`config.mk`:
```
export PLATFORM = sky130hd
export DESIGN_NAME = dqs_top
export DESIGN_NICKNAME = d
export VERILOG_FILES = /design/src/design/dqs_pkg.sv /design/src/design/dqs_pulse.sv /design/src/design/dqs_sync.sv /design/src/design/dqs_top.sv
export SDC_FILE = /design/constraint.sdc
export NUM_CORES = 1
export LEC_CHECK = 0
export ABC_AREA = 1
export BUFFER_PORTS_ARGS = -buffer_cell sky130_fd_sc_hd__buf_2
export CAP_MARGIN = 30
export CELL_PAD_IN_SITES_DETAIL_PLACEMENT = 0
export CELL_PAD_IN_SITES_GLOBAL_PLACEMENT = 1
export CORE_MARGIN = 5
export CORE_UTILIZATION = 38
export DETAILED_ROUTE_END_ITERATION = 6
export HOLD_SLACK_MARGIN = 0.15
export PLACE_DENSITY_LB_ADDON = 0.1
export SLEW_MARGIN = 40
export SYNTH_ARGS = -nofsm -noshare
export SYNTH_HDL_FRONTEND = slang
export SYNTH_HIERARCHICAL = 1
export SYNTH_SLANG_ARGS = --single-unit
```
`constraint.sdc`:
```
create_clock -name clk_sys_i -period 2.6 [get_ports clk_sys_i]
set_clock_uncertainty 0.1 [all_clocks]
set_input_delay 0.13 -clock clk_sys_i [delete_from_list [all_inputs] [get_ports clk_sys_i]]
set_output_delay 0.13 -clock clk_sys_i [all_outputs]
set_load 0.01 [all_outputs]
```
`src/design/dqs_pkg.sv`:
```
// Package with offsets, status bit positions, timing and carrier types for the status and strobe bank
package dqs_pkg;
    localparam logic [4:0] OFS_STATUS       = 5'h00;
    localparam logic [4:0] OFS_START_CONV   = 5'h08;
    localparam logic [4:0] OFS_START_ACQ    = 5'h0a;
    localparam logic [4:0] OFS_ACQ_CLEAR    = 5'h0c;
    localparam logic [4:0] OFS_EXT_STROBE   = 5'h0e;
    localparam logic [4:0] OFS_DAC0         = 5'h10;
    localparam logic [4:0] OFS_DAC1         = 5'h12;
    localparam logic [4:0] OFS_DAC_UPD_CLR  = 5'h14;
    localparam logic [4:0] OFS_DMA_TC_CLR   = 5'h16;
    localparam logic [4:0] OFS_CONTROL      = 5'h18;

    localparam int BIT_SCAN_EMPTY_N   = 0;
    localparam int BIT_PROM_DESEL_N   = 2;
    localparam int BIT_PROM_OUT       = 3;
    localparam int BIT_CAL_LOCK_N     = 4;
    localparam int BIT_DAC_UPD_ERR    = 5;
    localparam int BIT_DAC_UPD_FLAG   = 6;
    localparam int BIT_OVERRUN_N      = 7;
    localparam int BIT_OVERFLOW_N     = 8;
    localparam int BIT_DMA_TC_B       = 9;
    localparam int BIT_DMA_TC_A       = 10;
    localparam int BIT_DMA_TC         = 11;
    localparam int BIT_FIFO_EMPTY_N   = 12;
    localparam int BIT_ACQ_BUSY       = 14;
    localparam int BIT_ACQ_COMPLETE   = 15;

    // Control register fields
    localparam int CTL_WAVEFORM_GEN_ENABLE           = 0;
    localparam int CTL_INT_MODE_LO    = 1;
    localparam int CTL_INT_MODE_W     = 2;
    localparam logic [1:0] MODE_NONE  = 2'h0;
    localparam logic [1:0] MODE_IRQ   = 2'h1;
    localparam logic [1:0] MODE_DMA   = 2'h2;
    localparam logic [7:0] CONTROL_RST = 8'h00;

    localparam int CAL_LOCKED_FIRST   = 52;
    localparam int CAL_DEPTH          = 64;

    localparam int CLK_MHZ            = 40;
    localparam int STROBE_NS          = 300;
    localparam int STROBE_CYCLES      = (STROBE_NS * CLK_MHZ + 999) / 1000;

    typedef struct packed {
        logic [4:0]  addr;
        logic [15:0] wdata;
        logic        wr;
        logic        rd;
    } dqs_bus_req_t;

    typedef struct packed {
        logic start_conv;
        logic start_acq;
        logic acq_clear;
        logic dac_update;
        logic dma_tc_clear;
    } dqs_events_t;
endpackage

```
`src/design/dqs_pulse.sv`:
```
// Fixed-length active-low pulse generator for the external strobe output
`timescale 1ns/1ps
module dqs_pulse #(
    parameter int CYCLES = dqs_pkg::STROBE_CYCLES
) (
    input  wire logic clk_sys_i,
    input  wire logic rst_b_i,
    input  wire logic fire_i,
    output logic      pulse_n_o
);
    localparam int CW = $clog2(CYCLES + 1);
    localparam logic [CW-1:0] LEN = CW'(CYCLES);
    logic [CW-1:0] cnt_ff;
    logic          pulse_n_ff;

    always_ff @(posedge clk_sys_i or negedge rst_b_i) begin
        if (!rst_b_i) begin
            cnt_ff <= '0;
        end else if (fire_i) begin
            cnt_ff <= LEN;
        end else if (cnt_ff != '0) begin
            cnt_ff <= cnt_ff - 1'b1;
        end
    end

    always_ff @(posedge clk_sys_i or negedge rst_b_i) begin
        if (!rst_b_i) begin
            pulse_n_ff <= 1'b1;
        end else begin
            pulse_n_ff <= !(fire_i || (cnt_ff > CW'(1)));
        end
    end

    assign pulse_n_o = pulse_n_ff;
endmodule

```
`src/design/dqs_sync.sv`:
```
// Two-flip-flop synchroniser for a vector of asynchronous pins
`timescale 1ns/1ps
module dqs_sync #(
    parameter int W     = 1,
    parameter logic [W-1:0] RST_VAL = '0
) (
    input  wire logic         clk_sys_i,
    input  wire logic         rst_b_i,
    input  wire logic [W-1:0] d_i,
    output logic      [W-1:0] q_o
);
    logic [W-1:0] meta_ff;
    logic [W-1:0] q_ff;

    always_ff @(posedge clk_sys_i or negedge rst_b_i) begin
        if (!rst_b_i) begin
            meta_ff <= RST_VAL;
            q_ff    <= RST_VAL;
        end else begin
            meta_ff <= d_i;
            q_ff    <= meta_ff;
        end
    end

    assign q_o = q_ff;
endmodule

```
`src/design/dqs_top.sv`:
```
// Status word and event strobe register bank of the acquisition board
// Operation
// - DAC trigger falling edge sets update flag
// - Update flag requests only in chosen mode
// - Repeat update without new value flags error if control bit 0 set
// - Lock blocks writes to top calibration locations
// - Status bit 3 shows calibration serial out
// - Status bit 2 mirrors calibration chip select
// - Bit 0 low means scan list empty
// - Write offset 8 starts one conversion
// - External convert low blocks software start
// - Write offset A starts acquisition run
// - External trigger low blocks software start
// - Offset C clears acquisition, FIFO, flags
// - Offset E write pulses external strobe
// - Offset 16 clears DMA terminal counts
// - Error flags active low, stop acquisition
// - Update clear drops flag, error, request
// - Offset E read updates both DACs if control bit 0 set
`timescale 1ns/1ps
module dqs_top #(
    parameter int STROBE_CYCLES = dqs_pkg::STROBE_CYCLES
) (
    input  wire logic        clk_sys_i,
    input  wire logic        rst_b_i,
    // Register bus
    input  wire logic [4:0]  addr_i,
    input  wire logic [15:0] wdata_i,
    input  wire logic        wr_i,
    input  wire logic        rd_i,
    output logic      [15:0] rdata_o,

    // Pins, synchronised inside
    input  wire logic        dac_update_trigger_n_i,
    input  wire logic        ext_convert_n_i,
    input  wire logic        ext_acq_trigger_n_i,
    input  wire logic        factory_cal_lock_n_i,
    input  wire logic        cal_prom_data_i,
    input  wire logic        cal_prom_cs_pin_i,

    // Calibration write gate
    input  wire logic [5:0]  cal_prom_addr_i,
    input  wire logic        cal_prom_write_req_i,
    output logic             cal_prom_write_en_o,

    // Scan and FIFO levels, synchronised inside
    input  wire logic        scan_list_has_entries_i,
    input  wire logic        sample_fifo_not_empty_i,

    // Same-clock events
    input  wire logic        fifo_overflow_i,
    input  wire logic        conv_overrun_i,
    input  wire logic        acq_done_i,
    input  wire logic        dma_tc_a_i,
    input  wire logic        dma_tc_b_i,

    // Pulses and requests
    output logic             start_conv_o,
    output logic             start_acq_o,
    output logic             acq_clear_o,
    output logic             scan_rewind_o,
    output logic             dac_update_o,
    output logic             acq_busy_o,
    output logic             dac_irq_o,
    output logic             dac_dma_req_o,
    output logic             dma_tc_irq_o,
    output logic             ext_strobe_out_n_o
);
    logic               rst_meta_ff;
    logic               rst_sync_ff;
    logic               rst_b;
    dqs_pkg::dqs_bus_req_t req;
    dqs_pkg::dqs_events_t  ev_ff;

    // Write decodes
    logic               hit_conv;
    logic               hit_acq;
    logic               hit_clear;
    logic               hit_strobe;
    logic               hit_tc_clear;
    logic               hit_dac_clear;
    logic               hit_dac_load;
    logic               hit_control;

    // Synchronised pins
    logic [7:0]         pins_s;
    logic               trig_prev_ff;
    logic               trig_fall;

    // DAC update tracking
    logic               dac_flag_ff;
    logic               dac_err_ff;
    logic               dac_fresh_ff;

    // Control and acquisition
    logic [7:0]         control_ff;
    logic               acq_busy_ff;
    logic               acq_comp_ff;
    logic               overflow_n_ff;
    logic               overrun_n_ff;
    logic               tc_a_ff;
    logic               tc_b_ff;

    // Read side
    logic [15:0]        status;
    logic [15:0]        rdata_ff;
    logic               waveform_gen_enable;
    logic [1:0]         int_mode;
    logic               ext_strobe_n;

    // Reset release through two flops
    always_ff @(posedge clk_sys_i or negedge rst_b_i) begin
        if (!rst_b_i) begin
            rst_meta_ff <= 1'b0;
            rst_sync_ff <= 1'b0;
        end else begin
            rst_meta_ff <= 1'b1;
            rst_sync_ff <= rst_meta_ff;
        end
    end
    assign rst_b = rst_sync_ff;

    assign req.addr  = addr_i;
    assign req.wdata = wdata_i;
    assign req.wr    = wr_i;
    assign req.rd    = rd_i;

    function automatic logic wr_hit(input dqs_pkg::dqs_bus_req_t r, input logic [4:0] ofs);
        wr_hit = r.wr && (r.addr == ofs);
    endfunction

    assign hit_conv      = wr_hit(req, dqs_pkg::OFS_START_CONV);
    assign hit_acq       = wr_hit(req, dqs_pkg::OFS_START_ACQ);
    assign hit_clear     = wr_hit(req, dqs_pkg::OFS_ACQ_CLEAR);
    assign hit_strobe    = wr_hit(req, dqs_pkg::OFS_EXT_STROBE);
    assign hit_tc_clear  = wr_hit(req, dqs_pkg::OFS_DMA_TC_CLR);
    assign hit_dac_clear = wr_hit(req, dqs_pkg::OFS_DAC_UPD_CLR);
    assign hit_dac_load  = wr_hit(req, dqs_pkg::OFS_DAC0) || wr_hit(req, dqs_pkg::OFS_DAC1);
    assign hit_control   = wr_hit(req, dqs_pkg::OFS_CONTROL);

    // Pin order: trig, conv, acq, lock, prom data, prom cs, scan, fifo
    dqs_sync #(
        .W       (8),
        .RST_VAL (8'hff)
    ) u_sync (
        .clk_sys_i (clk_sys_i),
        .rst_b_i   (rst_b),
        .d_i       ({sample_fifo_not_empty_i,
                     scan_list_has_entries_i,
                     cal_prom_cs_pin_i,
                     cal_prom_data_i,
                     factory_cal_lock_n_i,
                     ext_acq_trigger_n_i,
                     ext_convert_n_i,
                     dac_update_trigger_n_i}),
        .q_o       (pins_s)
    );

    assign waveform_gen_enable     = control_ff[dqs_pkg::CTL_WAVEFORM_GEN_ENABLE];
    assign int_mode = control_ff[dqs_pkg::CTL_INT_MODE_LO +: dqs_pkg::CTL_INT_MODE_W];

    // Software control register
    always_ff @(posedge clk_sys_i or negedge rst_b) begin
        if (!rst_b) begin
            control_ff <= dqs_pkg::CONTROL_RST;
        end else if (hit_control) begin
            control_ff <= req.wdata[7:0];
        end
    end

    // Event strobes, data bits ignored
    always_ff @(posedge clk_sys_i or negedge rst_b) begin
        if (!rst_b) begin
            ev_ff <= '0;
        end else begin
            ev_ff.start_conv   <= hit_conv && pins_s[1];
            ev_ff.start_acq    <= hit_acq && pins_s[2];
            ev_ff.acq_clear    <= hit_clear;
            ev_ff.dac_update   <= (req.rd && req.addr == dqs_pkg::OFS_EXT_STROBE && waveform_gen_enable)
                                  || (trig_fall && waveform_gen_enable);
            ev_ff.dma_tc_clear <= hit_tc_clear;
        end
    end

    // Low external levels start conversions and runs themselves
    assign start_conv_o  = ev_ff.start_conv || !pins_s[1];
    assign start_acq_o   = ev_ff.start_acq || !pins_s[2];
    assign acq_clear_o   = ev_ff.acq_clear;
    assign scan_rewind_o = ev_ff.acq_clear;
    assign dac_update_o  = ev_ff.dac_update;

    // Trigger edge detect on synchronised copy
    always_ff @(posedge clk_sys_i or negedge rst_b) begin
        if (!rst_b) begin
            trig_prev_ff <= 1'b1;
        end else begin
            trig_prev_ff <= pins_s[0];
        end
    end
    assign trig_fall = trig_prev_ff && !pins_s[0];

    // Update flag: set wins over clear
    always_ff @(posedge clk_sys_i or negedge rst_b) begin
        if (!rst_b) begin
            dac_flag_ff <= 1'b0;
        end else if (trig_fall) begin
            dac_flag_ff <= 1'b1;
        end else if (hit_dac_clear) begin
            dac_flag_ff <= 1'b0;
        end
    end

    // Fresh value tracking for repeated updates
    always_ff @(posedge clk_sys_i or negedge rst_b) begin
        if (!rst_b) begin
            dac_fresh_ff <= 1'b0;
        end else if (hit_dac_load) begin
            dac_fresh_ff <= 1'b1;
        end else if (trig_fall) begin
            dac_fresh_ff <= 1'b0;
        end
    end

    always_ff @(posedge clk_sys_i or negedge rst_b) begin
        if (!rst_b) begin
            dac_err_ff <= 1'b0;
        end else if (trig_fall && waveform_gen_enable && !dac_fresh_ff) begin
            dac_err_ff <= 1'b1;
        end else if (hit_dac_clear) begin
            dac_err_ff <= 1'b0;
        end
    end

    assign dac_irq_o     = dac_flag_ff && (int_mode == dqs_pkg::MODE_IRQ);
    assign dac_dma_req_o = dac_flag_ff && (int_mode == dqs_pkg::MODE_DMA);

    // Calibration memory write protection
    assign cal_prom_write_en_o = cal_prom_write_req_i
                                 && (!pins_s[3] || (cal_prom_addr_i < 6'(dqs_pkg::CAL_LOCKED_FIRST)));

    // Active-low error flags, set wins over clear
    always_ff @(posedge clk_sys_i or negedge rst_b) begin
        if (!rst_b) begin
            overflow_n_ff <= 1'b1;
        end else if (fifo_overflow_i) begin
            overflow_n_ff <= 1'b0;
        end else if (ev_ff.acq_clear) begin
            overflow_n_ff <= 1'b1;
        end
    end

    always_ff @(posedge clk_sys_i or negedge rst_b) begin
        if (!rst_b) begin
            overrun_n_ff <= 1'b1;
        end else if (conv_overrun_i) begin
            overrun_n_ff <= 1'b0;
        end else if (ev_ff.acq_clear) begin
            overrun_n_ff <= 1'b1;
        end
    end

    always_ff @(posedge clk_sys_i or negedge rst_b) begin
        if (!rst_b) begin
            acq_busy_ff <= 1'b0;
        end else if (ev_ff.acq_clear || fifo_overflow_i || conv_overrun_i || acq_done_i) begin
            acq_busy_ff <= 1'b0;
        end else if (start_acq_o) begin
            acq_busy_ff <= 1'b1;
        end
    end
    assign acq_busy_o = acq_busy_ff;

    always_ff @(posedge clk_sys_i or negedge rst_b) begin
        if (!rst_b) begin
            acq_comp_ff <= 1'b0;
        end else if (acq_busy_ff && (acq_done_i || fifo_overflow_i || conv_overrun_i)) begin
            acq_comp_ff <= 1'b1;
        end else if (ev_ff.acq_clear) begin
            acq_comp_ff <= 1'b0;
        end
    end

    // DMA terminal count flags: set wins over clear
    always_ff @(posedge clk_sys_i or negedge rst_b) begin
        if (!rst_b) begin
            tc_a_ff <= 1'b0;
        end else begin
            tc_a_ff <= dma_tc_a_i || (tc_a_ff && !ev_ff.dma_tc_clear);
        end
    end

    always_ff @(posedge clk_sys_i or negedge rst_b) begin
        if (!rst_b) begin
            tc_b_ff <= 1'b0;
        end else begin
            tc_b_ff <= dma_tc_b_i || (tc_b_ff && !ev_ff.dma_tc_clear);
        end
    end
    assign dma_tc_irq_o = tc_a_ff || tc_b_ff;

    // Status word assembly
    always_comb begin
        status                               = 16'h0000;
        status[dqs_pkg::BIT_SCAN_EMPTY_N]    = pins_s[6];
        status[dqs_pkg::BIT_PROM_DESEL_N]    = pins_s[5];
        status[dqs_pkg::BIT_PROM_OUT]        = pins_s[4];
        status[dqs_pkg::BIT_CAL_LOCK_N]      = pins_s[3];

        // Flags held in this block, and the FIFO level masked during clear
        status[dqs_pkg::BIT_DAC_UPD_ERR]     = dac_err_ff;
        status[dqs_pkg::BIT_DAC_UPD_FLAG]    = dac_flag_ff;
        status[dqs_pkg::BIT_OVERRUN_N]       = overrun_n_ff;
        status[dqs_pkg::BIT_OVERFLOW_N]      = overflow_n_ff;
        status[dqs_pkg::BIT_DMA_TC_B]        = tc_b_ff;
        status[dqs_pkg::BIT_DMA_TC_A]        = tc_a_ff;
        status[dqs_pkg::BIT_DMA_TC]          = tc_a_ff || tc_b_ff;
        status[dqs_pkg::BIT_FIFO_EMPTY_N]    = pins_s[7] && !ev_ff.acq_clear;
        status[dqs_pkg::BIT_ACQ_BUSY]        = acq_busy_ff;
        status[dqs_pkg::BIT_ACQ_COMPLETE]    = acq_comp_ff;
    end

    // Read data one cycle after the strobe, zero otherwise
    always_ff @(posedge clk_sys_i or negedge rst_b) begin
        if (!rst_b) begin
            rdata_ff <= 16'h0000;
        end else if (req.rd) begin
            case (req.addr)
                dqs_pkg::OFS_STATUS:  rdata_ff <= status;
                dqs_pkg::OFS_CONTROL: rdata_ff <= {8'h00, control_ff};
                default:              rdata_ff <= 16'h0000;
            endcase
        end else begin
            rdata_ff <= 16'h0000;
        end
    end
    assign rdata_o = rdata_ff;

    dqs_pulse #(
        .CYCLES (STROBE_CYCLES)
    ) u_pulse (
        .clk_sys_i (clk_sys_i),
        .rst_b_i   (rst_b),
        .fire_i    (hit_strobe),
        .pulse_n_o (ext_strobe_n)
    );
    assign ext_strobe_out_n_o = ext_strobe_n;
endmodule

```
==> metrics.md, run 1 <==
| Metric | Value |
|---|---|
| Status | `complete, no violations` |
| Post-synthesis mux area share | `0%` |
| Yosys warns | `6` |
| Nets | `400` |
| Commonest non-fill, non-tap cell in the layout | `buf_2` |
| Vias in the first global route | `2044` |
| Met1 Wirelength | `2370 um` |
| Global-route wire length before repair | `between 9000 and 10000 um` |
| Power, Total | `2.43 mW` |
| Die width | `90.2 um` |
| I/O pin count | `72` |
| Sw frac | `25.6%` |
| Final hold violation count | `0` |
| TritonCTS Buffers | `9` |
| Synth Area in XOR/XNOR | `0%` |
| GRT Total Usage | `14.4%` |
| Placeable Area | `roughly 0.0063 mm^2` |
| Switching power | `0.620 mW` |
| Drt pass-1 iters | `4` |
| Synth Cell Area | `0.00244 mm^2` |
| Worst Path Max Fanout | `7` |
| Max Fclk | `roughly 470 MHz` |
| Simple-gate share of the synthesized area | `22.4%` |
| Routed WL per cell | `between 10 and 15 um` |
| Final period util | `between 80 and 90%` |
| Avg Vias per Cell | `4.39` |
| Largest net degree at the start of global routing | `24` |
| Setup violations, final | `0` |
| CP endpoint | `ev_ff[3]` |
| CP Launch Type | `primary input` |
| Worst slew pin tran | `0.669 ns` |
| Synth cell types | `26` |
| Mapped Cells | `247` |
| Initial Utilization | `38.7%` |
| # Max-Cap Violations | `0` |
| Final slew viol count | `0` |
| Pre-CTS setup slack | `1.14 ns` |
| Initial antenna violation count | `0` |
| Most frequent cells in the layout | `buf_2 (60), inv_1 (43), nand2_1 (43)` |
| Int Pwr | `1.81 mW` |
| CTS Sinks | `61` |
| Rel. slew slack | `55.3%` |
| Post-Synth Adder-Cell Area | `under 10%` |
| CP startpoint | `addr_i[4]` |
| Share of layout cells above drive strength 1 | `32.4%` |
| Chip height | `90.2 um` |
| Syn avg cell area | `approximately 9.9 um^2` |
| Seq/Total Area, Yosys | `63.6%` |
| IO buf count | `60` |
| Main combinational cell family by area after synthesis | `simple AND/OR/NAND/NOR gates` |
| Gpl congestion | `0.788` |
| Reg2reg end | `rdata_o[11]` |
| Clock Path Buffers | `2` |
| DR WL met3 | `254 um` |
| Fin Setup TNS | `0 ns` |
| Finished Cell Area | `~0.0034 mm^2` |
| Inserted Diodes | `0` |
| Post-route ant nets | `0` |
| CP required | `2.77 ns` |
| Synth area leaders | `dfrtp_1 (42%), dfstp_2 (22%), inv_1 (6.6%), nand2_1 (6.6%), nand4_1 (4.1%)` |
| Clock power share | `38.8%` |
| Worst EP arrival | `~2.3 ns` |
| CTS root buf | `clkbuf_8` |
| Reg power frac | `between 40 and 50%` |
| Reg2Reg Setup Slack | `1.10 ns` |
| Worst VDD drop | `0.000444 V` |
| Leakage | `1.82 nW` |
| Synth Area in Compound Gates | `3.23%` |
| DR WL met2 | `2550 um` |
| Power Density | `708 mW/mm^2` |
| Cell taking the most area after synthesis | `dfrtp_1` |
| Mapped Nets | `about 290` |
| Top cell type's share of synthesized area | `42.0%` |
| Clock slew at reported path FFs | `0.07 ns` |
| Critical Path End Type | `register` |
| Hold WC Path Type | `register to async pin` |
| Comb pwr share | `15.9%` |
| GRT overflow | `0` |
| DRC | `0` |
| DP Area | `0.00281 mm^2` |
| P&R area growth vs syn | `40.5%` |
| Via count | `1910` |
| Yosys reg bits | `between 60 and 70` |
| CP Class | `primary input to register` |
| Initial DRC Count | `49` |
| Top routing layer in use | `met4` |
| CTS tree | `yes` |
| PnR worst setup slack | `0.456 ns` |
| HPWL after DPL | `between 3000 and 4000 um` |
| Reg2Reg Depth | `1` |
| Total Wirelength | `5290 um` |
| Number of buffers added for setup after CTS | `0` |
| Worst skew pair latency | `roughly 0.34 ns` |
| RSZ-0062 raised after global routing | `no` |
| Rows | `29` |
| Critical R2R Launch | `rst_b` |
| Final min period | `2.14 ns` |
| H-tree Lvls | `3` |
| Die Area | `between 0.008 and 0.009 mm^2` |
[Yosys cell counts (all sizes together)]
| cell | count |
|---|---|
| a21oi | 3 |
| buf | 7 |
| conb | 2 |
| dfrtp | 41 |
| dfstp | 20 |
| ha | 2 |
| inv | 49 |
| nand2 | 44 |
| nand3 | 16 |
| nand4 | 16 |
| nor2 | 28 |
| nor3 | 6 |
| nor4 | 2 |
| o211ai | 1 |
| o21a | 1 |
| o21ai | 6 |
| o21bai | 2 |
| or2 | 1 |
[timing repair]
item                       in CTS  in global routing
resized for setup               0                  0
hold buffers                   39                  0
setup endpoints to repair       0                  0
hold endpoints to repair       55                  0
[kinds of logic after synthesis]
group           after synthesis
other cells                   2
simple gates                113
flops                        61
fa+ha+maj                     2
compound gates               13
buf+inv                      56
[worst min-delay path by stage]
stage                              endpoint     from  cells after the start  slack, ns
after floorplan                       rst_b  rst_b_i                      0      -0.27
after global placement          rst_meta_ff  rst_b_i                      1      -0.18
after detailed placement        rst_meta_ff  rst_b_i                      1      -0.18
after global routing      u_sync/meta_ff[7]    rst_b                      0       0.23
final                     u_sync/meta_ff[7]    rst_b                      0       0.20
after CTS                 u_sync/meta_ff[7]    rst_b                      0       0.20
[per-layer routing]
layer | up-vias | global-route usage (%)
li1 | 983 | -
met1 | 878 | 17.4
met2 | 40 | 23.4
met3 | 9 | 4.09
met4 | 0 | 7.44
met5 | - | 0
[flip-flops by register name, summed over array words and instances, names as in the netlist, 3 cells and up]
register,flops
rdata_o,15
u_pulse/cnt_ff,4
u_sync/q_o,8
ev_ff,3
control_ff,8
u_sync/meta_ff,8
[final cells by class]
class | instances | area, um^2
clock inverters | 4 | 70.1
clock buffers | 12 | 155
multi-input cells | 130 | 658
inverters | 49 | 184
fillers | 591 | 2880
well taps | 77 | 96.3
flip-flops and latches | 61 | 1550
repair buffers | 102 | 713
[power groups by stage]
stage          Clock [mW]  Combinational, mW  Sequential (mW)
6_report            0.940              0.385             1.10
5_1_grt              1.01              0.446             1.11
4_1_cts             0.974              0.390             1.10
3_5_place_dp            0              0.347             1.12
3_3_place_gp            0              0.346             1.12
2_1_floorplan           0              0.238             1.13
[worst max-delay path: stages]
cell	delay (ns)
dlygate4sd3_1	0.53
buf_2	0.18
nor2_1	0.15
nand3_1	0.07
dlygate4sd3_1	0.55
nor3_1	0.13
dlygate4sd3_1	0.58
[stage by stage]
stage               instances  util, %  hold slack (ns)
finish                    435     54.3            0.197
global route              435     54.3            0.231
CTS                       435     54.3            0.205
detailed placement        380     44.6           -0.182
global placement          380     44.6           -0.184
floorplan                 247        -           -0.266
(Power assumes the default switching activity.)
==> run 2: changes to the inputs <==
clock period = 2 ns   (was 2.6 ns; I/O delays follow)
==> run 2 against run 1 <==
  * Non-clock buffer count is 6 higher
  * First-iteration DRC count is 67% higher
  * Critical path depth is 2 higher
  * Largest cell class unchanged
==> metrics.md, run 2 (synthesized netlist as in run 1, its figures left out) <==
| Metric | Value |
|---|---|
| Status | `complete, no violations` |
| Clock Path Buffers | `2` |
| CTS Sinks | `61` |
| Via count | `1925` |
| CP startpoint | `addr_i[1]` |
| Initial Utilization | `38.7%` |
| Avg Vias per Cell | `4.37` |
| HPWL after DPL | `3540 um` |
| Most frequent cells in the layout | `buf_2 (60), inv_1 (43), nand2_1 (43)` |
| Largest net degree at the start of global routing | `60` |
| Share of layout cells above drive strength 1 | `32.4%` |
| Routed WL per cell | `between 10 and 15 um` |
| Nets | `~410` |
| DP Area | `0.00283 mm^2` |
| Critical Path End Type | `register` |
| Initial antenna violation count | `0` |
| Drt pass-1 iters | `5` |
| Worst skew pair latency | `0.33 ns` |
| Final slew viol count | `0` |
| Total Wirelength | `5470 um` |
| H-tree Lvls | `3` |
| IO buf count | `60` |
| Worst EP arrival | `2.06 ns` |
| Finished Cell Area | `0.00350 mm^2` |
| Setup violations, final | `0` |
| GRT Total Usage | `14.7%` |
| TritonCTS Buffers | `9` |
| Max Fclk | `between 500 and 600 MHz` |
| Reg2Reg Depth | `3` |
| # Max-Cap Violations | `0` |
| Register area | `0.00155 mm^2` |
| Post-route ant nets | `0` |
| Placeable Area | `0.00631 mm^2` |
| DRC | `0` |
| Worst Path Max Fanout | `21` |
| Die width | `approximately 90 um` |
| Reg2Reg Setup Slack | `~0.53 ns` |
| CP Class | `primary input to register` |
| Global-route wire length before repair | `9600 um` |
| Inserted Diodes | `0` |
| Hold_ws | `0.161 ns` |
| Die Area | `roughly 0.0081 mm^2` |
| Power Density | `877 mW/mm^2` |
| Hold WC Path Type | `register to async pin` |
| GRT overflow | `0` |
| Footprint of the multi-input gates | `668 um^2` |
| Final hold violation count | `0` |
| Clock slew at reported path FFs | `0.06 ns` |
| Fillers | `626` |
| Commonest non-fill, non-tap cell in the layout | `buf_2` |
| Max FFs per register | `15` |
| CP Launch Type | `primary input` |
| Critical R2R Launch | `u_sync/q_o[2]` |
| P&R area growth vs syn | `43.3%` |
| I/O pin count | `between 70 and 80` |
| CTS tree | `yes` |
| Vias in the first global route | `2022` |
| Leakage | `1.84 nW` |
| Initial DRC Count | `between 80 and 90` |
| Final period util | `94.8%` |
| Gpl congestion | `0.742` |
| Worst VDD drop | `0.000564 V` |
| Rows | `29` |
| CP endpoint | `rdata_o[4]` |
| Chip height | `90.2 um` |
| CTS root buf | `clkbuf_8` |
| Reg2reg end | `ev_ff[3]` |
| CP required | `2.17 ns` |
| Final min period | `1.90 ns` |
==> run 2: cell types whose count changed in the layout (fill, tap and decap cells not counted) <==
cell           previous run  this run
nor3_1                    6         5
clkinv_2                  2         0
buf_12                    0         2
nor2_2                    3         2
nor2_4                    3         4
buf_4                     3         4
clkbuf_8                 11        12
clkbuf_1                  1         3
bufinv_16                 2         1
dlygate4sd3_1            39        42
nor3_2                    0         1
==> run 2: layout make-up <==
type,count,area share (%)
Timing Repair Buffer,108,22.6
Clock inverter,1,0.858
Tap cell,77,2.75
Clock buffer,15,5.04
Inverter,49,5.26
Multi-Input combinational cell,130,19.1
Sequential cell,61,44.4
==> run 2: critical path, stage by stage <==
cell,delay (ns)
dlygate4sd3_1,0.54
buf_2,0.15
nor2_4,0.12
buf_12,0.16
nand2_1,0.10
nor2_4,0.18
dlygate4sd3_1,0.58
nand3_1,0.06
nand2_1,0.06
==> run 2: where the power goes <==
| group | leakage [nW] | internal [mW] | switching, mW |
|---|---|---|---|
| clock | 0.104 | 0.680 | 0.442 |
| combinational | 1.03 | 0.225 | 0.291 |
| sequential | 0.713 | 1.37 | 0.0645 |
==> run 2: layer usage <==
layer  wire [um]  vias up  track usage, %
met2        2650       41            23.4
met5           0        -               0
met1        2460      884            18.3
li1            -      988               -
met3         207       12            3.59
met4         143        0            8.19
==> run 2: repair_timing <==
item | in CTS | in global routing
hold endpoints to repair | 40 | 0
setup buffers | 0 | 3
hold buffers | 43 | 0
resized for setup | 0 | 5
endpoints found under the setup margin | 0 | 3
==> run 2: how the worst min path moves through the flow <==
| stage | to | startpoint | cells after the start |
|---|---|---|---|
| 2_1_floorplan | rst_b | rst_b_i | 0 |
| 3_3_place_gp | rst_meta_ff | rst_b_i | 1 |
| 3_5_place_dp | rst_meta_ff | rst_b_i | 1 |
| 4_1_cts | control_ff[5] | wr_i | 6 |
| 5_1_grt | u_pulse/cnt_ff[2] | rst_b | 1 |
| 6_report | u_pulse/cnt_ff[2] | rst_b | 1 |
==> run 2: through the flow <==
stage / util (%) / setup TNS [ns] / std cells / total power [mW] / worst slack, ns
floorplan: - / 0 / 247 / 1.77 / 0.111
global placement: 44.8 / 0 / 380 / 1.91 / 0.632
detailed placement: 44.8 / 0 / 380 / 1.92 / 0.630
CTS: 54.9 / 0 / 439 / 3.11 / 0.00906
global route: 55.4 / -0.000254 / 441 / 3.24 / -0.000254
finish: 55.4 / 0 / 441 / 3.07 / 0.105
==> run 3: changes to the inputs <==
--- a/config.mk
+++ b/config.mk
@@ -19,4 +19,3 @@
 export SYNTH_ARGS = -nofsm -noshare
 export SYNTH_HDL_FRONTEND = slang
-export SYNTH_HIERARCHICAL = 1
 export SYNTH_SLANG_ARGS = --single-unit
--- a/constraint.sdc
+++ b/constraint.sdc
@@ -3,3 +3,3 @@
 set_input_delay 0.1 -clock clk_sys_i [delete_from_list [all_inputs] [get_ports clk_sys_i]]
 set_output_delay 0.1 -clock clk_sys_i [all_outputs]
-set_load 0.01 [all_outputs]
+set_load 0.005 [all_outputs]
==> run 3 against run 2 <==
  * Maximum frequency up 1.9%
  * Non-clock buffer count down 11
  * Total power is 4.0% lower
  * Clock-buffer cell count down 3
  * Routed wire length is 3.8% lower
  * Combinational power is 14% lower
  * Synthesized cell count fell by 5.3%
  * Utilization fell by 0.27 points
  * Global-route usage about the same
  * Final area shrank 5.6%
  * Register-to-register slack gained 0.03 ns
  * Via count fell by 4.3%
  * Critical path type unchanged
  * Critical endpoint is now control_ff[0]
  * Highest routed layer unchanged
==> metrics.md, run 3 <==
| Metric | Value |
|---|---|
| Status | `complete, no violations` |
| Commonest cells in the netlist | `nand2_1 (57), dfrtp_1 (41), inv_1 (25)` |
| Largest stage delay, worst path | `about 0.57 ns` |
| Inserted Diodes | `0` |
| Gpl congestion | `0.744` |
| Syn avg cell area | `10.2 um^2` |
| Buffers & Inverters on Critical Path | `4` |
| DR WL met2 | `~2400 um` |
| Met1 Wirelength | `between 2000 and 2500 um` |
| CP Class | `primary input to register` |
| Final hold violation count | `0` |
| CTS Sinks | `61` |
| CP endpoint | `control_ff[0]` |
| Number of buffers added for setup after CTS | `0` |
| Most frequent cells in the layout | `buf_2 (60), nand2_1 (57), dfrtp_1 (40)` |
| Power, Total | `between 2 and 3 mW` |
| Rel. slew slack | `63.6%` |
| Yosys warns | `0` |
| Reg2Reg Depth | `3` |
| Fin Setup TNS | `0 ns` |
| GRT Total Usage | `14.7%` |
| Final slew viol count | `0` |
| CTS tree | `yes` |
| TritonCTS Buffers | `9` |
| Fin cells | `416` |
| Setup violations, final | `0` |
| Avg Vias per Cell | `between 4 and 5` |
| Final min period | `1.86 ns` |
| Hold WC Path Type | `register to async pin` |
| Nets | `383` |
| Mapped Cells | `234` |
| Rows | `28` |
| Critical R2R Launch | `u_sync.q_o[2]` |
| DRC | `0` |
| Top routing layer in use | `met4` |
| Reg2reg end | `ev_ff[3]` |
| Worst slew pin tran | `0.544 ns` |
| Chip height | `approximately 89 um` |
| DP Area | `between 0.002 and 0.003 mm^2` |
| Util after Layout | `55.1%` |
| Synth Cell Area | `0.00238 mm^2` |
| CP required | `2.18 ns` |
| I/O pin count | `72` |
| Yosys reg bits | `61` |
| Initial antenna violation count | `0` |
| Post-synth EDFFs | `0` |
| Worst EP arrival | `between 2 and 2.5 ns` |
| Mapped Nets | `281` |
| Power Density | `892 mW/mm^2` |
| Clock Path Buffers | `2` |
| IO buf count | `60` |
| P&R area growth vs syn | `39.0%` |
| Synth cell types | `24` |
| Largest net degree at the start of global routing | `46` |
| Total Wirelength | `around 5300 um` |
| Share of layout cells above drive strength 1 | `33.4%` |
| Die width | `89.1 um` |
| DR WL met3 | `between 300 and 400 um` |
| # Max-Cap Violations | `0` |
| Global-route wire length before repair | `8610 um` |
| Leakage | `1.73 nW` |
| Die Area | `0.00793 mm^2` |
| Seq/Total Area, Yosys | `65.3%` |
| Drt pass-1 iters | `4` |
| Cell taking the most area after synthesis | `dfrtp_1` |
| Top_reg_cell synth | `dfrtp_1` |
| Pre-CTS setup slack | `0.641 ns` |
| Crit path cell chain | `dlygate4sd3_1 -> buf_2 -> inv_2 -> nand2_1 -> nor2_4 -> nand3_1 -> dlygate4sd3_1 -> nand2_1` |
| Initial Utilization | `39.7%` |
| Synth area leaders | `dfrtp_1 (43%), dfstp_2 (22%), nand2_1 (9.0%), inv_1 (3.9%), nand3_1 (3.6%)` |
| Post-route ant nets | `0` |
| Max Fclk | `about 540 MHz` |
| Final period util | `93.0%` |
| PnR worst setup slack | `roughly 0.14 ns` |
| Slowest-stage cell, CP | `dlygate4sd3_1` |
| Synth async-reset ratio | `100%` |
| Delay-heaviest family, CP | `buffers and inverters` |
| Initial DRC Count | `84` |
| Routed WL per cell | `12.6 um` |
| Top cell type's share of synthesized area | `43.2%` |
| Hold_ws | `0.168 ns` |
| Reg2Reg Setup Slack | `0.56 ns` |
| RSZ-0062 raised after global routing | `no` |
| CP startpoint | `addr_i[2]` |
| H-tree Lvls | `3` |
| Placed cells | `364` |
| Top-count cell post-synth | `nand2_1` |
| Worst VDD drop | `roughly 0.0006 V` |
| Critical Path End Type | `register` |
| Placeable Area | `0.00599 mm^2` |
| Critical path depth | `8` |
| Worst skew pair latency | `0.34 ns` |
| GRT overflow | `0` |
| Commonest non-fill, non-tap cell in the layout | `buf_2` |
| Worst Path Max Fanout | `15` |
| CTS root buf | `clkbuf_8` |
| Finished Cell Area | `0.00330 mm^2` |
| Max FFs per register | `15` |
| Via count | `1842` |
| Clock slew at reported path FFs | `0.07 ns` |
| Vias in the first global route | `1834` |
| CP Launch Type | `primary input` |
| HPWL after DPL | `3480 um` |
-- run 3: cell types whose count changed after synthesis, sizes merged --
cell | before | now
buf | 7 | 6
inv | 49 | 29
nand2 | 44 | 60
nand3 | 16 | 17
nand4 | 16 | 13
nor2 | 28 | 29
nor3 | 6 | 3
nor4 | 2 | 1
o21ai | 6 | 4
or2 | 1 | 0
-- run 3: cells by family (layout without fill, tap and decap cells) --
kind of cell	count (synthesis)	count (layout)	synth area share, %
buffers and inverters	35	142	6.53
and+or+nand+nor	123	123	24.1
AOI/OAI and AO/OA	11	11	2.74
other	2	2	0.316
DFF	61	61	65.3
adders and majority gates	2	2	1.05
-- run 3: worst min-delay path by stage --
stage	slack, ns	to
final	0.17	u_sync.q_o[7]
after global routing	0.18	u_sync.q_o[7]
after CTS	0.17	u_sync.q_o[7]
after detailed placement	-0.21	rst_meta_ff
after global placement	-0.21	rst_meta_ff
after floorplan	-0.30	rst_b
-- run 3: timing repair --
action	4_1_cts	5_1_grt
endpoints found under the setup margin	0	1
gates resized for setup	0	1
endpoints found under the hold margin	60	0
hold buffers	36	0
-- run 3: area by class of cell --
class | count | area, um^2
clock buffer | 12 | 145
clock inverter | 4 | 47.5
fill | 570 | 2690
inverter | 29 | 109
multi-input combinational | 138 | 674
sequential | 61 | 1550
tap | 75 | 93.8
timing repair buffer | 97 | 681
-- run 3: metal layers --
| metal | up-vias | track usage [%] |
|---|---|---|
| met2 | 50 | 22.7 |
| met1 | 848 | 18.7 |
| met5 | - | 0 |
| li1 | 937 | - |
| met3 | 7 | 6.36 |
| met4 | 0 | 4.87 |
-- run 3: power by group --
group	internal (mW)	switching, mW	total, mW	leakage (nW)
clock network	0.605	0.458	1.06	0.0964
registers	1.37	0.0695	1.44	0.737
logic	0.197	0.247	0.444	0.899
